**src/pin_remap_pkg.sv**
```systemverilog
// constants for the pin remap crossbar
package pin_remap_pkg;
  // -----------------------------------------------------------
  // sizes
  // -----------------------------------------------------------
  localparam int NUM_IN = 15;
  localparam int NUM_PINS = 22;
  localparam int SEL_W = 5;
  localparam int NUM_FUNCS = 22;
  localparam logic [4:0] MAX_PIN_SEL = 5'h15;
  // -----------------------------------------------------------
  // reset values and keys
  // -----------------------------------------------------------
  localparam logic [4:0] IN_SEL_RST = 5'h1F;
  localparam logic [4:0] OUT_NULL = 5'h00;
  localparam logic [7:0] KEY_FIRST = 8'h55;
  localparam logic [7:0] KEY_SECOND = 8'hAA;
  localparam int LOCK_BIT_POS = 0;
  // -----------------------------------------------------------
  // input select indices
  // -----------------------------------------------------------
  localparam int IN_EXT_IRQ_ONE = 0;
  localparam int IN_EXT_IRQ_TWO = 1;
  localparam int IN_EXT_IRQ_THREE = 2;
  localparam int IN_TIMER0_CLK = 3;
  localparam int IN_TIMER3_CLK = 4;
  localparam int IN_CAPTURE_ONE = 5;
  localparam int IN_CAPTURE_TWO = 6;
  localparam int IN_TIMER1_GATE = 7;
  localparam int IN_TIMER3_GATE = 8;
  localparam int IN_SERIAL_RX = 9;
  localparam int IN_SERIAL_CLK = 10;
  localparam int IN_SPI_DATA = 11;
  localparam int IN_SPI_CLK = 12;
  localparam int IN_SPI_SEL = 13;
  localparam int IN_PWM_FAULT = 14;
  // -----------------------------------------------------------
  // output function codes
  // -----------------------------------------------------------
  localparam logic [4:0] FN_CMP1 = 5'h01;
  localparam logic [4:0] FN_CMP2 = 5'h02;
  localparam logic [4:0] FN_SER_TX = 5'h05;
  localparam logic [4:0] FN_SER_DT = 5'h06;
  localparam logic [4:0] FN_SPI_DO = 5'h09;
  localparam logic [4:0] FN_SPI_CK = 5'h0A;
  localparam logic [4:0] FN_SPI_DMA_SEL = 5'h0C;
  localparam logic [4:0] FN_WAKE = 5'h0D;
  localparam logic [4:0] FN_PWM1_A = 5'h0E;
  localparam logic [4:0] FN_PWM2_A = 5'h12;
  localparam logic [4:0] FN_PWM2_D = 5'h15;
endpackage

```
**src/remappable_pin_select_lock.sv**
```systemverilog
// pin remap crossbar with lock, key sequence, one-way fuse and shadow check
//
// Functional notes
// - each peripheral input has 5-bit pin select
// - fifteen input selects for listed peripheral inputs
// - each pin has output function select
// - output code zero leaves pin disconnected
// - output codes 1,2,5,6,9,10,12,13 defined
// - codes 14-21 select two pwm units
// - output selects reset to null code
// - fan-in and fan-out allowed without lockout
// - contention between pins and outputs prevented
// - locked writes complete but change nothing
// - lock bit zero of control register
// - 55h then AAh key before lock change
// - lock holds value until changed again
// - shadow copies flag any unexpected change
// - one-way fuse keeps set lock set
// - with fuse only reset clears lock
// - fuse set allows one session; clear unlimited
// - input and output maps independent
// - input select codes past the last pin read zero
// - input selects reset to all ones
// - lock clears on every reset
`timescale 1ns/100ps
module remappable_pin_select_lock
  import pin_remap_pkg::*;
(
  input wire logic sys_clk_i,
  input wire logic nrst_i,
  input wire logic one_way_lock_fuse_i,
  input wire logic in_sel_wr_i,
  input wire logic [3:0] in_sel_idx_i,
  input wire logic out_sel_wr_i,
  input wire logic [4:0] out_sel_idx_i,
  input wire logic [4:0] sel_wdata_i,
  input wire logic key_wr_i,
  input wire logic [7:0] key_wdata_i,
  input wire logic ctrl_wr_i,
  input wire logic [7:0] ctrl_wdata_i,
  input wire logic [NUM_PINS-1:0] pin_in_i,
  input wire logic [NUM_FUNCS-1:0] func_out_i,
  output logic [NUM_IN-1:0] periph_in_o,
  output logic [NUM_PINS-1:0] pin_out_o,
  output logic [NUM_PINS-1:0] pin_oe_o,
  output logic [7:0] pin_select_control_o,
  output logic map_lock_bit_o,
  output logic mismatch_reset_o
);

  // -----------------------------------------------------------
  // types and state
  // -----------------------------------------------------------
  typedef enum logic [1:0] {KEY_IDLE, KEY_GOT_FIRST, KEY_ARMED} key_state_e;

  typedef struct packed {
    logic [NUM_IN-1:0][4:0] in_sel;
    logic [NUM_PINS-1:0][4:0] out_sel;
    logic [NUM_IN-1:0][4:0] in_shadow;
    logic [NUM_PINS-1:0][4:0] out_shadow;
    logic lock;
    logic ever_locked;
    key_state_e key_state;
    logic mismatch;
    logic [NUM_IN-1:0] periph_in;
    logic [NUM_PINS-1:0] pin_out;
    logic [NUM_PINS-1:0] pin_oe;
  } state_s;

  // registered state, its next value and the write qualifiers
  state_s st;
  state_s next_st;
  logic rst_meta;
  logic rst_sync_n;
  logic any_wr;
  logic sel_wr_ok;
  logic lock_wr_ok;

  // -----------------------------------------------------------
  // reset release synchroniser
  // -----------------------------------------------------------
  always_ff @(posedge sys_clk_i or negedge nrst_i) begin
    if (!nrst_i) begin
      rst_meta <= 1'b0;
      rst_sync_n <= 1'b0;
    end else begin
      rst_meta <= 1'b1;
      rst_sync_n <= rst_meta;
    end
  end

  // pin value for a select code; codes past the last pin read zero
  function automatic logic pick_pin(input logic [4:0] sel, input logic [NUM_PINS-1:0] pins);
    logic v;
    v = 1'b0;
    if (sel <= MAX_PIN_SEL) begin
      v = pins[sel];
    end
    return v;
  endfunction

  // output function lookup; unassigned codes drive nothing
  function automatic logic func_valid(input logic [4:0] code);
    logic v;
    v = 1'b0;
    case (code)
      FN_CMP1, FN_CMP2, FN_SER_TX, FN_SER_DT, FN_SPI_DO, FN_SPI_CK, FN_SPI_DMA_SEL, FN_WAKE: v = 1'b1;
      default: v = (code >= FN_PWM1_A) && (code <= FN_PWM2_D); // pwm channel codes
    endcase
    return v;
  endfunction

  // any write strobe; a stray one aborts the key sequence
  assign any_wr = in_sel_wr_i | out_sel_wr_i | key_wr_i | ctrl_wr_i;
  assign sel_wr_ok = !st.lock;
  // fuse with lock already set blocks change
  assign lock_wr_ok = (st.key_state == KEY_ARMED) && ctrl_wr_i &&
                      !(one_way_lock_fuse_i && st.ever_locked && st.lock);

  // -----------------------------------------------------------
  // next state
  // -----------------------------------------------------------
  always_comb begin
    // hold everything unless a write or a route changes it
    next_st = st;
    case (st.key_state)
      KEY_IDLE: begin
        if (key_wr_i && key_wdata_i == KEY_FIRST) begin
          next_st.key_state = KEY_GOT_FIRST;
        end
      end
      KEY_GOT_FIRST: begin
        if (key_wr_i && key_wdata_i == KEY_SECOND) begin
          next_st.key_state = KEY_ARMED;
        end else if (any_wr) begin
          next_st.key_state = (key_wr_i && key_wdata_i == KEY_FIRST) ? KEY_GOT_FIRST : KEY_IDLE;
        end
      end
      KEY_ARMED: begin
        if (any_wr) begin
          next_st.key_state = (key_wr_i && key_wdata_i == KEY_FIRST) ? KEY_GOT_FIRST : KEY_IDLE;
        end
      end
      default: next_st.key_state = KEY_IDLE;
    endcase
    if (lock_wr_ok) begin
      next_st.lock = ctrl_wdata_i[LOCK_BIT_POS];
      // fuse set permits only the first session
      if (ctrl_wdata_i[LOCK_BIT_POS]) begin
        next_st.ever_locked = 1'b1;
      end
    end
    if (one_way_lock_fuse_i && st.ever_locked) begin
      next_st.lock = 1'b1;
    end
    if (in_sel_wr_i && sel_wr_ok && int'(in_sel_idx_i) < NUM_IN) begin
      next_st.in_sel[in_sel_idx_i] = sel_wdata_i;
      next_st.in_shadow[in_sel_idx_i] = sel_wdata_i;
    end
    // output select write; independent of inputs
    if (out_sel_wr_i && sel_wr_ok && int'(out_sel_idx_i) < NUM_PINS) begin
      next_st.out_sel[out_sel_idx_i] = sel_wdata_i;
      next_st.out_shadow[out_sel_idx_i] = sel_wdata_i;
    end
    if ((st.in_sel != st.in_shadow) || (st.out_sel != st.out_shadow)) begin
      next_st.mismatch = 1'b1;
    end
    // each input picks one pin, a pin may feed many
    for (int i = 0; i < NUM_IN; i++) begin
      next_st.periph_in[i] = pick_pin(st.in_sel[i], pin_in_i);
    end
    // one function per pin, no contention; null disconnects
    for (int p = 0; p < NUM_PINS; p++) begin
      next_st.pin_oe[p] = func_valid(st.out_sel[p]);
      next_st.pin_out[p] = func_valid(st.out_sel[p]) ? func_out_i[st.out_sel[p]] : 1'b0;
    end
  end

  // -----------------------------------------------------------
  // state register
  // -----------------------------------------------------------
  always_ff @(posedge sys_clk_i or negedge rst_sync_n) begin
    if (!rst_sync_n) begin
      // inputs reset to pin 31; outputs null
      st.in_sel <= {NUM_IN{IN_SEL_RST}};
      st.in_shadow <= {NUM_IN{IN_SEL_RST}};
      st.out_sel <= {NUM_PINS{OUT_NULL}};
      st.out_shadow <= {NUM_PINS{OUT_NULL}};
      st.lock <= 1'b0;
      st.ever_locked <= 1'b0;
      // key tracker idle, no mismatch pending
      st.key_state <= KEY_IDLE;
      st.mismatch <= 1'b0;
      // routed outputs start quiet
      st.periph_in <= '0;
      st.pin_out <= '0;
      st.pin_oe <= '0;
    end else begin
      st <= next_st;
    end
  end

  // -----------------------------------------------------------
  // outputs
  // -----------------------------------------------------------
  // outputs straight from the state register
  assign periph_in_o = st.periph_in;
  assign pin_out_o = st.pin_out;
  assign pin_oe_o = st.pin_oe;
  assign map_lock_bit_o = st.lock;
  assign pin_select_control_o = {7'h00, st.lock};
  assign mismatch_reset_o = st.mismatch;

  // -----------------------------------------------------------
  // per-input and per-pin routing checks
  // -----------------------------------------------------------
  for (genvar gi = 0; gi < NUM_IN; gi++) begin : g_in_chk

  end

  for (genvar gp = 0; gp < NUM_PINS; gp++) begin : g_pin_chk

  end
endmodule

```
**config.mk**
```make
export PLATFORM = sky130hd
export DESIGN_NAME = remappable_pin_select_lock
export DESIGN_NICKNAME = d
export VERILOG_FILES = /design/src/pin_remap_pkg.sv /design/src/remappable_pin_select_lock.sv
export SDC_FILE = /design/constraint.sdc
export NUM_CORES = 1
export LEC_CHECK = 0
export ABC_AREA = 1
export BUFFER_PORTS_ARGS = -buffer_cell sky130_fd_sc_hd__buf_4
export CAP_MARGIN = 20
export CORE_AREA = 2 2 189 191
export DETAILED_ROUTE_END_ITERATION = 10
export DIE_AREA = 0 0 191 193
export PLACE_DENSITY = 0.73
export SETUP_SLACK_MARGIN = 0.3
export SYNTH_ARGS = -nofsm -noshare
export SYNTH_HDL_FRONTEND = slang
export SYNTH_SLANG_ARGS = --single-unit
```
**constraint.sdc**
```tcl
create_clock -name sys_clk_i -period 8.2 [get_ports sys_clk_i]
set_input_delay 1.64 -clock sys_clk_i [delete_from_list [all_inputs] [get_ports sys_clk_i]]
set_output_delay 1.64 -clock sys_clk_i [all_outputs]
set_load 0.02 [all_outputs]
```
== Yosys cells after proc, flatten, opt, wreduce, memory -nomap -nowiden ==
Index checks and enable logic that the tools add are counted.

* Order comparisons: 102
* Equal/unequal tests: 183
* Muxes and demuxes: 149
* Bitwise gates (word level): 3
* Reductions and logical operators: 62

{| class="wikitable"
|+ Operator list
! kind !! number
|-
| $eq A5 B4 Y1 const B || 88
|-
| $lt A5 B6 Y1 const B || 38
|-
| $bwmux W110 || 2
|-
| $eq A5 B3 Y1 const B || 44
|-
| $bmux W1 S5 || 37
|-
| $le A5 B5 Y1 const B || 37
|-
| $reduce_or A8 Y1 || 22
|-
| $bwmux W75 || 2
|-
| $eq A5 B1 Y1 const B || 22
|-
| $eq A5 B2 Y1 const B || 22
|-
| $ge A5 B4 Y1 const B || 22
|-
| $ne A110 B110 Y1 || 1
|-
| $mux W1 || 99
|-
| $ne A75 B75 Y1 || 1
|-
| $logic_and A1 B1 Y1 || 34
|-
| $demux W5 S5 || 1
|-
| $demux W5 S4 || 1
|-
| $mux W5 || 2
|-
| $eq A8 B7 Y1 const B || 1
|-
| $eq A8 B8 Y1 const B || 1
|-
| $mux W2 || 4
|-
| $pmux W2 S3 || 1
|-
| $ge A5 B1 Y1 const B || 1
|-
| $lt A4 B5 Y1 const B || 1
|-
| 12 further kinds || 15
|}

* Register bits: 436
* Output and inout port bits: 69

== Depth between registers and ports, before layout ==
* Depth in word-level cells: 6
* Mapped depth: 10
* Mapped depth without buffers: 9

== Worst setup path before layout ==
No wires, ideal clock.

* Path type: input -> register
* From: input port out_sel_wr_i
* To: register st[314] in the netlist's numbering
* Arrival time: 2478 ps
* Required time: 8067 ps
* Setup slack: 5589 ps
* Cell stages on the path: 7
* Cell sequence: nand2_1 -> a21oi_1 -> nand2_1 -> nor2_2 -> nand2_2 -> nand2_1 -> o21ai_0

* Cells in the longest elaborated chain, start to end: 2

{| class="wikitable"
|+ Ends and longest elaborated chain
! what !! RTL line !! RTL
|-
| from (decl) || remappable_pin_select_lock.sv:34 || <nowiki>input wire logic out_sel_wr_i,</nowiki>
|-
| $logic_and A1 B1 Y1 (2 in a row) || remappable_pin_select_lock.sv:161 || <nowiki>if (out_sel_wr_i && sel_wr_ok && int'(out_sel_idx_i) < NUM_PINS) begin</nowiki>
|-
| to (signal assigned) || remappable_pin_select_lock.sv:199 || <nowiki>st <= next_st;</nowiki>
|-
| to (decl) || remappable_pin_select_lock.sv:71 || <nowiki>state_s st;</nowiki>
|}

No other way between the ends.
A chain may end at the register's enable or synchronous reset.

== Worst setup path after layout ==
* From: register st, in the netlist map_lock_bit_o
* To: output port map_lock_bit_o

{| class="wikitable"
|+ RTL lines
! what !! RTL line !! RTL
|-
| to (decl) || remappable_pin_select_lock.sv:47 || <nowiki>output logic map_lock_bit_o,</nowiki>
|}

No word-level cell between the ends.

==> key figures <==
Clock tree
  – Cts repair resizes: 0
  – Worst-path clk slew: 60 ps
  – Clk Latency, worst-skew pair: 570 ps
  – H-tree depth: 1
  – Post-CTS setup repair buffer count: 0
  – CTS tree: built
  – CTS Sinks: 250
  – Number of buffers created by CTS: 29
  – Root Buffer Master: clkbuf_16
  – CTS max path bufs: 3
  – Hold_buf cts: 0

Placed design
  – Post-DP HPWL: 35100 µm
  – Gpl congestion: 0.935
  – Pre-CTS setup slack: 4910 ps
  – DP Area: 19300 µm²
  – I/O Buffers: 134

Route
  – Post-route ant nets: 0
  – Per-cell routed wire length: 17.1 µm
  – Residual DRC: 0
  – Initial drt markers: 2095
  – Final wirelength: 59500 µm
  – TritonRoute pass-1 iters: 6
  – Via/cell ratio: 5.74
  – Via count: 20000

STA
  – Setup tns final: 0 ps
  – Tmin final: 2760 ps
  – Worst hold slack: 349 ps
  – RSZ-0062 raised after global routing: false
  – Max-slew violations: 0
  – Slew headroom: 23.9%
  – Peak Freq: 362 MHz
  – Final setup vio count: 0
  – Worst Max-Slew Pin Slew: 1140 ps
  – Tcrit/Tclk final: 33.7%
  – Worst setup margin: 5440 ps
  – Clk_skew: 10.3 ps
  – Final Hold Viols: 0

Worst setup path
  – Worst Path Buf+Inv: 1
  – Worst setup EP type: primary output
  – Max Fanout on Critical Path: 3
  – Family with the most delay on the worst path: flip-flops
  – Req. time, crit path: 6560 ps
  – CP max stage cell: dfrtp_1
  – Slowest Stage Delay on Critical Path: 400 ps
  – CP Class: reg -> out
  – Critical path arrival: 1120 ps
  – CP cell instances: buf_4
  – Worst setup SP type: register

GRT
  – First-pass GRT wire length: 93500 µm
  – Largest net degree at the start of global routing: 177
  – Initial antenna violation count: 0
  – GR Overflow Total: 0
  – Met2 Use GR: 54.0%
  – M3 GR Usage: 4.74%
  – Gr usage total: 32.1%
  – GR Layer Usage met1: 40.6%
  – GR peak layer: met2
  – Number of global-route vias before repair: 17800

Logic synthesis
  – Cells after Synth: 3075
  – Share of the synthesized area in the top cell type: 23.8%
  – Post-Synthesis Cell Area: 18900 µm²
  – Mean Syn Cell Area: 6.16 µm²
  – Synth area leaders: nand2_1, dfrtp_1, dfstp_2
  – Seq/Total Area, Yosys: 33.5%
  – YS warnings: 0
  – Yosys reg bits: 250
  – Yosys cell types: 25
  – Synth area leader: nand2_1

Power and ir drop
  – Pwr Density: 139 nW/µm²
  – Internal power: 2080 µW
  – Clk pwr share: 45.7%
  – Comb pwr share: 10.4%
  – Part of the power in registers: 43.9%
  – Worst-case vdd ir drop: 0.159 mV
  – Switch Pwr: 745 µW
  – Leak: 0.00944 µW
  – Switching Share: 26.3%

Floorplan
  – Chip width: 191 µm
  – Die Span Y: 193 µm
  – Die ar.: 36900 µm²
  – IO Count: 150
  – Core Area: 35000 µm²
  – Starting Density: 54.2%
  – Row cnt: 69

Cells and area
  – Ant. Diodes: 0
  – Synthesis-to-finish area growth: 7.25%
  – Post-route cell area: 20300 µm²
  – Finished Core Util: 58.1%
  – Share of layout cells above drive strength 1: 9.97%
  – Fin nets: 3078

Job
  – Max-cap viol count: 0

Run status
  – Status: completed

Hold path
  – Hold Path Class: reg -> reg
## area by class of cell
cell class	instances	area (µm²)
inverter	308	1160
timing repair buffer	142	1090
multi-input combinational	2266	10200
sequential	250	6350
tap	461	577
clock inverter	7	65.1
clock buffer	46	891
fill	3280	14700
## kinds of logic after synthesis
family	after synthesis	share of synthesized area (%)
AND/OR/NAND/NOR	1705	36.7
buffers and inverters	566	12.8
other	2	0.0397
AO/OA/AOI/OAI	552	16.9
flip-flops	250	33.5
## placed cells by master (no fill, tap or decap)
| master | n |
|---|---|
| o21ai_0 | 281 |
| a211oi_1 | 7 |
| bufinv_16 | 1 |
| nor2_2 | 4 |
| nor2_1 | 116 |
| conb_1 | 9 |
| clkinv_1 | 11 |
| nand4_1 | 7 |
| clkinvlp_4 | 2 |
| a21oi_1 | 102 |
| inv_1 | 297 |
| buf_8 | 1 |
| dfrtp_4 | 1 |
| nand2_1 | 1202 |
| nand3_1 | 323 |
| o2111ai_1 | 6 |
| nand3b_1 | 1 |
| dfrtp_1 | 174 |
| clkinv_2 | 4 |
| nor3_1 | 7 |
| nor4_1 | 7 |
| dfstp_2 | 75 |
| clkbuf_16 | 30 |
| buf_4 | 140 |
| nand2_2 | 34 |
| clkbuf_1 | 8 |
| and3_1 | 4 |
| o211ai_1 | 155 |
| clkbuf_8 | 8 |
| a21boi_0 | 1 |
| buf_12 | 1 |
## registers in the layout, indices dropped and copies added (netlist names)
name,flops
st,188
periph_in_o,15
pin_out_o,22
rst_meta,1
rst_sync_n,1
map_lock_bit_o,1
pin_oe_o,22
## power by group through the flow
stage / clock (µW) / sequential, µW / combinational, µW
after CTS: 1320 / 1240 / 289
after global placement: 0 / 1260 / 284
after global routing: 1370 / 1240 / 318
final: 1290 / 1240 / 295
after floorplan: 0 / 1280 / 147
after detailed placement: 0 / 1260 / 288
## cells in the mapped netlist
cell       number
a21oi_1       102
and3_1          4
inv_1         297
nor2_1        116
nor2_2          4
o211ai_1      155
dfstp_2        75
dfrtp_1       175
buf_4          68
a211oi_1        7
nor4_1          7
o21ai_0       281
nor3_1          7
conb_1          2
nand3b_1        1
a21boi_0        1
nand3_1       323
buf_1          40
nand2_2        34
clkbuf_1      109
nand2_1      1202
nand4_1         7
o2111ai_1       6
buf_2          41
clkinv_1       11
## per-layer routing
layer	part of all wire, %	vias up
li1	-	9666
met1	40	9093
met2	46	999
met3	9.8	219
met4	4.8	0
met5	0	-
## final timing paths
| path | startpoint | to | slack, ps | depth (start not counted) |
|---|---|---|---|---|
| min | rst_meta | rst_sync_n | 350 | 0 |
| min reg2reg | rst_meta | rst_sync_n | 350 | 0 |
| max reg2reg | map_lock_bit_o | st[257] | 6140 | 8 |
| max in group asynchronous | rst_sync_n | pin_out_o[0] | 6240 | 2 |
| max | map_lock_bit_o | map_lock_bit_o | 5440 | 1 |
| min in group asynchronous | rst_sync_n | periph_in_o[3] | 440 | 1 |
## metrics by stage
step                power, µW  cells
floorplan                1430   3082
global placement         1550   3426
detailed placement       1550   3426
CTS                      2850   3479
global route             2930   3480
finish                   2830   3480
Power figures use the tool's default switching activity.
